## src/hdl/srdh_pkg.sv

```systemverilog
package srdh_pkg;

  // ****************************************
  // Register map (byte addresses)
  // ****************************************
  localparam logic [7:0] ADDR_CTRL     = 8'h00;
  localparam logic [7:0] ADDR_STATUS   = 8'h04;
  localparam logic [7:0] ADDR_CSI_RX   = 8'h08;
  localparam logic [7:0] ADDR_UART_RX  = 8'h0c;
  localparam logic [7:0] ADDR_DMA_CNT  = 8'h10;

  // Control fields
  localparam int CTRL_CSI_EN   = 0;
  localparam int CTRL_UART_EN  = 1;
  localparam int CTRL_DMA_EN   = 2;
  localparam int CTRL_DMA_SRC  = 3;
  localparam int CTRL_IE_CSI   = 4;
  localparam int CTRL_IE_UART  = 5;
  localparam int CTRL_IE_DMA   = 6;
  localparam int CTRL_W        = 7;
  localparam logic [6:0] CTRL_RST = 7'h00;

  // Status fields
  localparam int ST_CSI_OVR  = 0;
  localparam int ST_UART_OVR = 1;
  localparam int ST_DMA_TC   = 2;
  localparam int ST_CSI_FULL = 3;
  localparam int ST_UART_FULL = 4;
  localparam int ST_BREAK    = 5;

  localparam logic [15:0] DMA_CNT_RST = 16'h0000;
  localparam int DATA_W    = 8;
  localparam int FIFO_DEPTH = 4;

  // ****************************************
  // Timing
  // ****************************************
  localparam int CLK_FREQ_HZ  = 125_000_000;
  localparam int UART_BAUD    = 115_200;
  localparam int UART_BIT_CYC = CLK_FREQ_HZ / UART_BAUD;

  typedef enum logic [1:0] {
    SRDH_U_IDLE  = 2'b00,
    SRDH_U_START = 2'b01,
    SRDH_U_DATA  = 2'b10,
    SRDH_U_STOP  = 2'b11
  } srdh_ust_t;

  typedef struct packed {
    logic [1:0]  brk_s;
    logic [1:0]  sck_s;
    logic [1:0]  si_s;
    logic [1:0]  rxd_s;
    logic        sck_q;
    logic [7:0]  csi_sh;
    logic [2:0]  csi_bits;
    logic [7:0]  csi_buf;
    logic        csi_full;
    logic        csi_ovr;
    logic        csi_done;
    srdh_ust_t   ust;
    logic [15:0] ucnt;
    logic [2:0]  ubits;
    logic [7:0]  ush;
    logic [7:0]  uart_buf;
    logic        uart_full;
    logic        uart_ovr;
    logic        uart_done;
    logic [15:0] dma_cnt;
    logic        dma_pend;
    logic        dma_tc;
    logic [6:0]  ctrl;
    logic [31:0] prdata;
    logic        pslverr;
  } srdh_state_t;

endpackage

```

## src/hdl/srdh_top.sv

```systemverilog
// ****************************************
// Receive buffer FIFO
// ****************************************
module srdh_fifo #(
  parameter int WIDTH = 8,
  parameter int DEPTH = 4
) (
  input  wire logic             i_clk,
  input  wire logic             i_rst_n,
  input  wire logic             i_in_valid,
  input  wire logic [WIDTH-1:0] i_in_data,
  output logic                  o_in_ready,
  output logic                  o_out_valid,
  output logic [WIDTH-1:0]      o_out_data,
  input  wire logic             i_out_ready
);
  localparam int AW = (DEPTH > 1) ? $clog2(DEPTH) : 1;

  typedef struct packed {
    logic [DEPTH-1:0][WIDTH-1:0] mem;
    logic [AW-1:0]               wp;
    logic [AW-1:0]               rp;
    logic [AW:0]                 cnt;
  } srdh_fifo_t;

  srdh_fifo_t r;
  srdh_fifo_t next_r;
  logic       push;
  logic       pop;

  if (DEPTH < 2 || (DEPTH & (DEPTH - 1)) != 0)
  begin : g_chk
    $error("fifo depth must be a power of two of at least 2");
  end

  // Honest full and empty straight from the count
  assign o_in_ready  = (r.cnt != (AW + 1)'(DEPTH));
  assign o_out_valid = (r.cnt != '0);
  assign o_out_data  = r.mem[r.rp];

  // Pointer and count update
  always_comb
  begin
    next_r = r;
    push   = i_in_valid && o_in_ready;
    pop    = o_out_valid && i_out_ready;
    if (push)
    begin
      next_r.mem[r.wp] = i_in_data;
      next_r.wp        = r.wp + 1'b1;
    end
    if (pop)
    begin
      next_r.rp = r.rp + 1'b1;
    end
    if (push && !pop)
    begin
      next_r.cnt = r.cnt + 1'b1;
    end
    else if (pop && !push)
    begin
      next_r.cnt = r.cnt - 1'b1;
    end
  end

  always_ff @(posedge i_clk or negedge i_rst_n)
  begin
    if (!i_rst_n)
    begin
      r <= '0;
    end
    else
    begin
      r <= next_r;
    end
  end
endmodule

// Overview of operation
// - Clocked serial receiver keeps shifting in characters while the CPU is halted.
// - Character arriving while buffer still full sets overrun flag and error interrupt.
// - Once overrun, further clocked serial characters are dropped, buffer untouched.
// - Error interrupts stay pending during break, delivered in run mode if enabled.
// - DMA reads during break leave the receive buffer marked as unconsumed.
// - DMA count reaching zero sets terminal-count flag; completion interrupt held until run mode.
// - Clocked serial overrun suppresses the receive-done pulse that triggers DMA.
// - Hence only the first character received in break reaches memory.
// - Async serial receiver keeps receiving in break and flags overruns.
// - After an async overrun, all later characters are dropped.
// - Async overrun withholds its receive-done pulse, stopping further DMA.
module srdh_top
  import srdh_pkg::*;
#(
  parameter int CLKS_PER_BIT = srdh_pkg::UART_BIT_CYC,
  parameter int FIFO_W       = srdh_pkg::DATA_W,
  parameter int FIFO_D       = srdh_pkg::FIFO_DEPTH
) (
  input  wire logic        i_clk_sys,
  input  wire logic        i_rstn,
  input  wire logic        i_dbg_break,
  input  wire logic        i_csi_sck,
  input  wire logic        i_csi_si,
  input  wire logic        i_uart_rxd,
  input  wire logic        i_psel,
  input  wire logic        i_penable,
  input  wire logic        i_pwrite,
  input  wire logic [7:0]  i_paddr,
  input  wire logic [31:0] i_pwdata,
  output logic [31:0]      o_prdata,
  output logic             o_pready,
  output logic             o_pslverr,
  output logic             o_mem_valid,
  output logic [7:0]       o_mem_data,
  input  wire logic        i_mem_ready,
  output logic             o_csi_rx_done_irq,
  output logic             o_uart_rx_done_irq,
  output logic             o_csi_rx_error_irq,
  output logic             o_uart_rx_error_irq,
  output logic             o_dma_done_irq
);
  import srdh_pkg::*;

  localparam logic [15:0] U_LAST = 16'(CLKS_PER_BIT - 1);
  localparam logic [15:0] U_HALF = 16'(CLKS_PER_BIT / 2);

  if (CLKS_PER_BIT < 4 || CLKS_PER_BIT > 65535 || FIFO_W != 8)
  begin : g_chk
    $error("bit period must be 4..65535 cycles and fifo width 8");
  end

  srdh_state_t r;
  srdh_state_t next_r;
  logic [1:0]  rst_sync;
  logic        rst_n;
  logic        csi_char_evt;
  logic        uart_char_evt;
  logic [7:0]  csi_char;
  logic        dma_push;
  logic [7:0]  dma_data;
  logic        fifo_ready;
  logic        setup_ph;
  logic        access_ph;

  // ****************************************
  // Reset release
  // ****************************************
  always_ff @(posedge i_clk_sys or negedge i_rstn)
  begin
    if (!i_rstn)
    begin
      rst_sync <= 2'b00;
    end
    else
    begin
      rst_sync <= {rst_sync[0], 1'b1};
    end
  end
  assign rst_n = rst_sync[1];

  // ****************************************
  // Outputs
  // ****************************************
  assign setup_ph  = i_psel && !i_penable;
  assign access_ph = i_psel && i_penable;
  assign o_pready  = 1'b1;
  assign o_prdata  = r.prdata;
  assign o_pslverr = r.pslverr && access_ph;
  assign o_csi_rx_done_irq  = r.csi_done;
  assign o_uart_rx_done_irq = r.uart_done;
  // Held back while halted; the pending flag itself survives
  assign o_csi_rx_error_irq  = r.csi_ovr && r.ctrl[CTRL_IE_CSI] && !r.brk_s[1];
  assign o_uart_rx_error_irq = r.uart_ovr && r.ctrl[CTRL_IE_UART] && !r.brk_s[1];
  assign o_dma_done_irq      = r.dma_tc && r.ctrl[CTRL_IE_DMA] && !r.brk_s[1];

  srdh_fifo #(
    .WIDTH (FIFO_W),
    .DEPTH (FIFO_D)
  ) u_fifo (
    .i_clk       (i_clk_sys),
    .i_rst_n     (rst_n),
    .i_in_valid  (dma_push),
    .i_in_data   (dma_data),
    .o_in_ready  (fifo_ready),
    .o_out_valid (o_mem_valid),
    .o_out_data  (o_mem_data),
    .i_out_ready (i_mem_ready)
  );

  // ****************************************
  // Next-state logic
  // ****************************************
  always_comb
  begin
    next_r        = r;
    csi_char_evt  = 1'b0;
    uart_char_evt = 1'b0;
    dma_push      = 1'b0;
    dma_data      = r.ctrl[CTRL_DMA_SRC] ? r.uart_buf : r.csi_buf;
    csi_char      = {r.csi_sh[6:0], r.si_s[1]};
    next_r.brk_s  = {r.brk_s[0], i_dbg_break};
    next_r.sck_s  = {r.sck_s[0], i_csi_sck};
    next_r.si_s   = {r.si_s[0], i_csi_si};
    next_r.rxd_s  = {r.rxd_s[0], i_uart_rxd};
    next_r.sck_q  = r.sck_s[1];
    next_r.csi_done  = 1'b0;
    next_r.uart_done = 1'b0;

    // Bus decode in setup; answer ready in access with zero waits
    if (setup_ph)
    begin
      next_r.pslverr = 1'b0;
      next_r.prdata  = 32'h0000_0000;
      case (i_paddr)
        ADDR_CTRL:    next_r.prdata[CTRL_W-1:0] = r.ctrl;
        ADDR_STATUS:
        begin
          next_r.prdata[ST_CSI_OVR]   = r.csi_ovr;
          next_r.prdata[ST_UART_OVR]  = r.uart_ovr;
          next_r.prdata[ST_DMA_TC]    = r.dma_tc;
          next_r.prdata[ST_CSI_FULL]  = r.csi_full;
          next_r.prdata[ST_UART_FULL] = r.uart_full;
          next_r.prdata[ST_BREAK]     = r.brk_s[1];
        end
        ADDR_CSI_RX:  next_r.prdata[7:0]  = r.csi_buf;
        ADDR_UART_RX: next_r.prdata[7:0]  = r.uart_buf;
        ADDR_DMA_CNT: next_r.prdata[15:0] = r.dma_cnt;
        default:      next_r.pslverr = 1'b1;
      endcase
    end

    // Writes and read side effects, taken at the access edge
    if (access_ph && i_pwrite)
    begin
      case (i_paddr)
        ADDR_CTRL:    next_r.ctrl = i_pwdata[CTRL_W-1:0];
        ADDR_STATUS:
        begin
          if (i_pwdata[ST_CSI_OVR])  next_r.csi_ovr  = 1'b0;
          if (i_pwdata[ST_UART_OVR]) next_r.uart_ovr = 1'b0;
          if (i_pwdata[ST_DMA_TC])   next_r.dma_tc   = 1'b0;
        end
        ADDR_DMA_CNT: next_r.dma_cnt = i_pwdata[15:0];
        default:      next_r.ctrl = r.ctrl;
      endcase
    end
    else if (access_ph && !r.brk_s[1])
    begin
      // Debugger reads while halted must not steal a character
      if (i_paddr == ADDR_CSI_RX)  next_r.csi_full  = 1'b0;
      if (i_paddr == ADDR_UART_RX) next_r.uart_full = 1'b0;
    end

    // DMA channel: one unit per trigger, stalls on a full FIFO
    if (r.dma_pend && fifo_ready && r.dma_cnt != 16'h0000)
    begin
      dma_push        = 1'b1;
      next_r.dma_pend = 1'b0;
      next_r.dma_cnt  = r.dma_cnt - 16'h0001;
      if (r.dma_cnt == 16'h0001)
      begin
        next_r.dma_tc = 1'b1;
      end
      if (!r.brk_s[1])
      begin
        if (r.ctrl[CTRL_DMA_SRC]) next_r.uart_full = 1'b0;
        else                      next_r.csi_full  = 1'b0;
      end
      // In break the buffer stays full, so the next character overruns
    end
    // Only a done pulse triggers; an overrun gives none
    if (r.ctrl[CTRL_DMA_EN] && (r.ctrl[CTRL_DMA_SRC] ? r.uart_done : r.csi_done))
    begin
      next_r.dma_pend = 1'b1;
    end

    // Clocked serial slave receive, msb first; break does not gate it
    if (r.ctrl[CTRL_CSI_EN] && r.sck_s[1] && !r.sck_q)
    begin
      next_r.csi_sh   = csi_char;
      next_r.csi_bits = r.csi_bits + 3'h1;
      csi_char_evt    = (r.csi_bits == 3'h7);
    end
    else if (!r.ctrl[CTRL_CSI_EN])
    begin
      next_r.csi_bits = 3'h0;
    end
    // Arrival after clears so a new character wins over a consume
    if (csi_char_evt)
    begin
      if (r.csi_ovr)
      begin
        next_r.csi_buf = r.csi_buf;
      end
      else if (next_r.csi_full)
      begin
        next_r.csi_ovr = 1'b1;
      end
      else
      begin
        next_r.csi_buf  = csi_char;
        next_r.csi_full = 1'b1;
        next_r.csi_done = 1'b1;
      end
    end

    // Async receive, 8N1, mid-bit sampling; keeps running in break
    next_r.ucnt = r.ucnt + 16'h0001;
    case (r.ust)
      SRDH_U_IDLE:
      begin
        next_r.ucnt = 16'h0000;
        if (r.ctrl[CTRL_UART_EN] && !r.rxd_s[1])
        begin
          next_r.ust = SRDH_U_START;
        end
      end
      SRDH_U_START:
      begin
        if (r.ucnt == U_HALF)
        begin
          next_r.ucnt  = 16'h0000;
          next_r.ubits = 3'h0;
          next_r.ust   = r.rxd_s[1] ? SRDH_U_IDLE : SRDH_U_DATA;
        end
      end
      SRDH_U_DATA:
      begin
        if (r.ucnt == U_LAST)
        begin
          next_r.ucnt  = 16'h0000;
          next_r.ush   = {r.rxd_s[1], r.ush[7:1]};
          next_r.ubits = r.ubits + 3'h1;
          if (r.ubits == 3'h7)
          begin
            next_r.ust = SRDH_U_STOP;
          end
        end
      end
      SRDH_U_STOP:
      begin
        if (r.ucnt == U_LAST)
        begin
          // A bad stop bit is a framing fault; the character is dropped
          uart_char_evt = r.rxd_s[1];
          next_r.ust    = SRDH_U_IDLE;
        end
      end
      default: next_r.ust = SRDH_U_IDLE;
    endcase
    if (uart_char_evt)
    begin
      if (r.uart_ovr)
      begin
        next_r.uart_buf = r.uart_buf;
      end
      else if (next_r.uart_full)
      begin
        next_r.uart_ovr = 1'b1;
      end
      else
      begin
        next_r.uart_buf  = r.ush;
        next_r.uart_full = 1'b1;
        next_r.uart_done = 1'b1;
      end
    end
  end

  // ****************************************
  // State register
  // ****************************************
  always_ff @(posedge i_clk_sys or negedge rst_n)
  begin
    if (!rst_n)
    begin
      r         <= '0;
      r.ctrl    <= CTRL_RST;
      r.dma_cnt <= DMA_CNT_RST;
      r.ust     <= SRDH_U_IDLE;
      r.rxd_s   <= 2'b11; // Idle line level, so no false start bit
    end
    else
    begin
      r <= next_r;
    end
  end
endmodule
```

## config.mk

```make
export PLATFORM = sky130hd
export DESIGN_NAME = srdh_top
export DESIGN_NICKNAME = d
export VERILOG_FILES = /design/src/hdl/srdh_pkg.sv /design/src/hdl/srdh_top.sv
export SDC_FILE = /design/constraint.sdc
export NUM_CORES = 1
export LEC_CHECK = 0
export BUFFER_PORTS_ARGS = -buffer_cell sky130_fd_sc_hd__buf_2
export CAP_MARGIN = 5
export CORE_MARGIN = 3
export CORE_UTILIZATION = 36
export CTS_CLUSTER_DIAMETER = 80
export DETAILED_ROUTE_END_ITERATION = 10
export PLACE_DENSITY = 0.5
export SKIP_LAST_GASP = 1
export SYNTH_ARGS = -nofsm -noshare
export SYNTH_HDL_FRONTEND = slang
export SYNTH_SLANG_ARGS = --single-unit
```

## constraint.sdc

```tcl
create_clock -name i_clk_sys -period 5.2 [get_ports i_clk_sys]
set_clock_uncertainty 0.05 [all_clocks]
set_input_delay 0 -clock i_clk_sys [delete_from_list [all_inputs] [get_ports i_clk_sys]]
set_output_delay 0 -clock i_clk_sys [all_outputs]
set_load 0.01 [all_outputs]
```

==> impl_metrics.env <==
export IMPL_status="complete, no violations"
export IMPL_ys_flop_type="dfrtp_1"
export IMPL_path_clk_slew_ns=0.06
export IMPL_worst_ep_required_time_ns=5.45
export IMPL_leakagePower_uw=0.003978
export IMPL_p_per_area_mw_per_mm2=305.1
export IMPL_viasPerCell=5.195
export IMPL_hold_path_depth=4
export IMPL_min_from="i_paddr[6]"
export IMPL_cts_root_buffer="clkbuf_16"
export IMPL_cp_slowest_cell="o21ai_2"
export IMPL_r2r_slack_ns=1.60
export IMPL_grt_pass1_vias=5460
export IMPL_hold_path_class="in2reg"
export IMPL_vias=5361
export IMPL_synth_top_family_by_area="simple AND/OR/NAND/NOR gates"
export IMPL_yosys_area_share_simple_pct=14.75
export IMPL_whs_ns=0.02769
export IMPL_cp_num_buf_inv=3
export IMPL_rsz0062_at_grt="false"
export IMPL_grt_first_pass_wirelength_um=29450
export IMPL_dr_pass1_iters=9
export IMPL_critPathMostFrequentCell="inv_1"
export IMPL_die_w_um=150.2
export IMPL_antennaDiodeCount=0
export IMPL_wl_per_cell_um=17.83
export IMPL_synth_xor_area_share_pct=2.807
export IMPL_netlist_area_mm2=0.007490
export IMPL_critPathLaunchType="flip-flop"
export IMPL_synth_seq_cells=153
export IMPL_drt_iter0_drc=385
export IMPL_rows=52
export IMPL_ios=98
export IMPL_relSlewSlack_pct=20.09
export IMPL_final_common_cell="dfrtp_1"
export IMPL_antenna_found_initial=0
export IMPL_start_util_pct=36.78
export IMPL_drc=0
export IMPL_reg2reg_from="r[55]$_DFFE_PN0P_"
export IMPL_arrival_ns=3.85
export IMPL_grt_total_usage_pct=16.98
export IMPL_fmax_mhz=277.9
export IMPL_cts_buffer_depth=2
export IMPL_rr_worst_depth=9
export IMPL_syn_avg_cell_area_um2=11.03
export IMPL_numPortBuffers=64
export IMPL_cp_max_fo=20
export IMPL_htree_levels=4
export IMPL_period_share_pct=69.21
export IMPL_ir_drop_mv=0.1996
export IMPL_cp_end_kind="flip-flop"
export IMPL_area_growth_pct=15.94
export IMPL_cts_sinks=153
export IMPL_cts_tree="built"
export IMPL_slew_viol_final=0
export IMPL_setup_worst_path_class="reg2reg"
export IMPL_cts_buffers=17
export IMPL_final_hold_violation_count=0
export IMPL_grt_max_degree=65
export IMPL_drive_gt1_share_pct=23.23
export IMPL_finalCriticalPeriod_ns=3.599
export IMPL_postSynth_asyncResetShare_pct=100.0
export IMPL_nets=814
export IMPL_drt_total_wl_um=18400
export IMPL_crit_family="simple AND/OR/NAND/NOR gates"
export IMPL_yosysSeqAreaShare_pct=51.15
export IMPL_yosys_warnings=0
export IMPL_setup_worst_path_start="r[55]$_DFFE_PN0P_"
export IMPL_grt_overflow_total=0
export IMPL_cp_cell_sequence="nor3_1 > nand4_1 > o21ai_2 > inv_1 > buf_4 > ha_1 > inv_1 > fa_1 > mux2_2"
export IMPL_place_area_mm2=0.007896
export IMPL_tns_ns=0
export IMPL_die_area_mm2=0.02257
export IMPL_finalSetupViolCount=0
export IMPL_yosys_mux_area_fraction_pct=11.01
export IMPL_synthCells=679
export IMPL_yosysUniqueCellTypes=69
export IMPL_stdcell_area_mm2=0.008683
export IMPL_ant_nets=0
export IMPL_die_h_um=150.2
export IMPL_synthAdderAreaFrac_pct=2.606
export IMPL_fp_coreArea_mm2=0.02036
export IMPL_max_stage_delay_ns=0.76
export IMPL_clock_latency_ns=0.42
export IMPL_synth_edf_count=0
export IMPL_worst_pin_slew_ns=1.193
export IMPL_drv_cap=0
export IMPL_fin_util_pct=42.64
export IMPL_synth_compound_area_share_pct=11.81
export IMPL_dp_hpwl_um=13320
export IMPL_layout_common_cells="150 x dfrtp_1, 73 x nand2_1, 64 x buf_2"
export IMPL_gp_congestion=0.8556
export IMPL_cp_depth=9
[cells by family after synthesis]
group / count (synthesis)
compound gates: 127
xor+xnor: 24
fa+ha+maj: 15
buf+inv: 79
flops: 153
mux: 61
other cells: 2
simple gates: 218
[path summary, 6_finish.rpt]
path	end
max	u_fifo.r[1]$_DFFE_PN0P_
min	r[0]$_DFFE_PN0P_
max reg2reg	u_fifo.r[1]$_DFFE_PN0P_
min reg2reg	rst_sync[1]$_DFF_PN0_
max in group asynchronous	u_fifo.r[11]$_DFFE_PN0P_
min in group asynchronous	r[45]$_DFFE_PN0P_
[routing by layer]
| layer | wire [µm] | GRT usage (%) | up-vias | share of wire (%) |
|---|---|---|---|---|
| li1 | - | - | 2522 | - |
| met1 | 8374 | 22.54 | 2688 | 46 |
| met4 | 178 | 3.705 | 0 | 0.97 |
| met2 | 9051 | 28.56 | 134 | 49 |
| met3 | 798 | 3.853 | 17 | 4.3 |
| met5 | 0 | 0 | - | 0 |
[power breakdown]
group / switching (µW) / leakage, µW / internal, µW
clock: 494 / 0.000261 / 645
sequential: 86.8 / 0.00204 / 1230
combinational: 95.3 / 0.00167 / 97.7
total: 676 / 0.00398 / 1970
[cell usage after synthesis (all sizes together), types with 3 or more instances]
| library cell | instances | area, µm² |
|---|---|---|
| dfrtp | 151 | 3779 |
| nand2 | 74 | 280.3 |
| o21ai | 53 | 291.5 |
| nor2 | 44 | 167.7 |
| mux2 | 43 | 544.3 |
| buf | 39 | 281.5 |
| nand3 | 22 | 110.1 |
| inv | 21 | 78.83 |
| clkbuf | 19 | 71.32 |
| nor3 | 18 | 122.6 |
| ha | 14 | 175.2 |
| xnor2 | 12 | 105.1 |
| xor2 | 12 | 105.1 |
| and3 | 11 | 68.82 |
| a21oi | 10 | 50.05 |
| mux2i | 10 | 100.1 |
| a22o | 8 | 71.32 |
| a31oi | 8 | 50.05 |
| mux4 | 8 | 180.2 |
| a222oi | 7 | 70.07 |
| o211ai | 7 | 52.55 |
| a22oi | 6 | 45.04 |
| nand4 | 6 | 37.54 |
| nor4 | 6 | 43.79 |
| or3 | 6 | 37.54 |
| a211oi | 5 | 37.54 |
| a221o | 5 | 50.05 |
| a21o | 4 | 31.28 |
| and2 | 4 | 26.28 |
| nand2b | 4 | 25.02 |
| nor2b | 4 | 25.02 |
| nor3b | 4 | 35.03 |
| or4 | 4 | 33.78 |
| a221oi | 3 | 26.28 |
| and4 | 3 | 26.28 |
[per-stage QoR]
step           instances  worst slack, ns  total power, µW
2_1_floorplan        695           0.5748             1461
3_3_place_gp         976            1.736             1513
3_5_place_dp         976            1.657             1522
4_1_cts             1031            1.650             2684
5_1_grt             1032            1.371             2756
6_report            1032            1.601             2649
[tightest hold or removal path: cells and delay by family]
| kind | cells | cell delay [ns] |
|---|---|---|
| buffers and inverters | 1 | 0.10 |
| AND/OR/NAND/NOR | 1 | 0.04 |
| AO/OA/AOI/OAI | 2 | 0.33 |
[area by class of cell]
cell class	count	area, µm²
tap	270	337.8
clock buffer	21	470.5
fill	1974	11680
inverter	21	78.83
timing repair buffer	93	595.6
multi-input combinational	463	3293
clock inverter	11	72.57
sequential	153	3835
[timing repair]
item	in CTS	in global routing
buffers inserted	0	0
resized for setup	0	0
hold endpoints to repair	34	0
hold buffers	23	0
endpoints found under the setup margin	0	0
[flip-flops by register name, indices dropped and copies added, names as in the netlist]
signal / count
o_prdata: 16
r: 81
o_csi_rx_done_irq: 1
u_fifo.r: 39
csi_char: 8
rst_sync: 2
o_uart_rx_done_irq: 1
next_r: 5
Note: power is estimated with default switching activity, not from simulation.
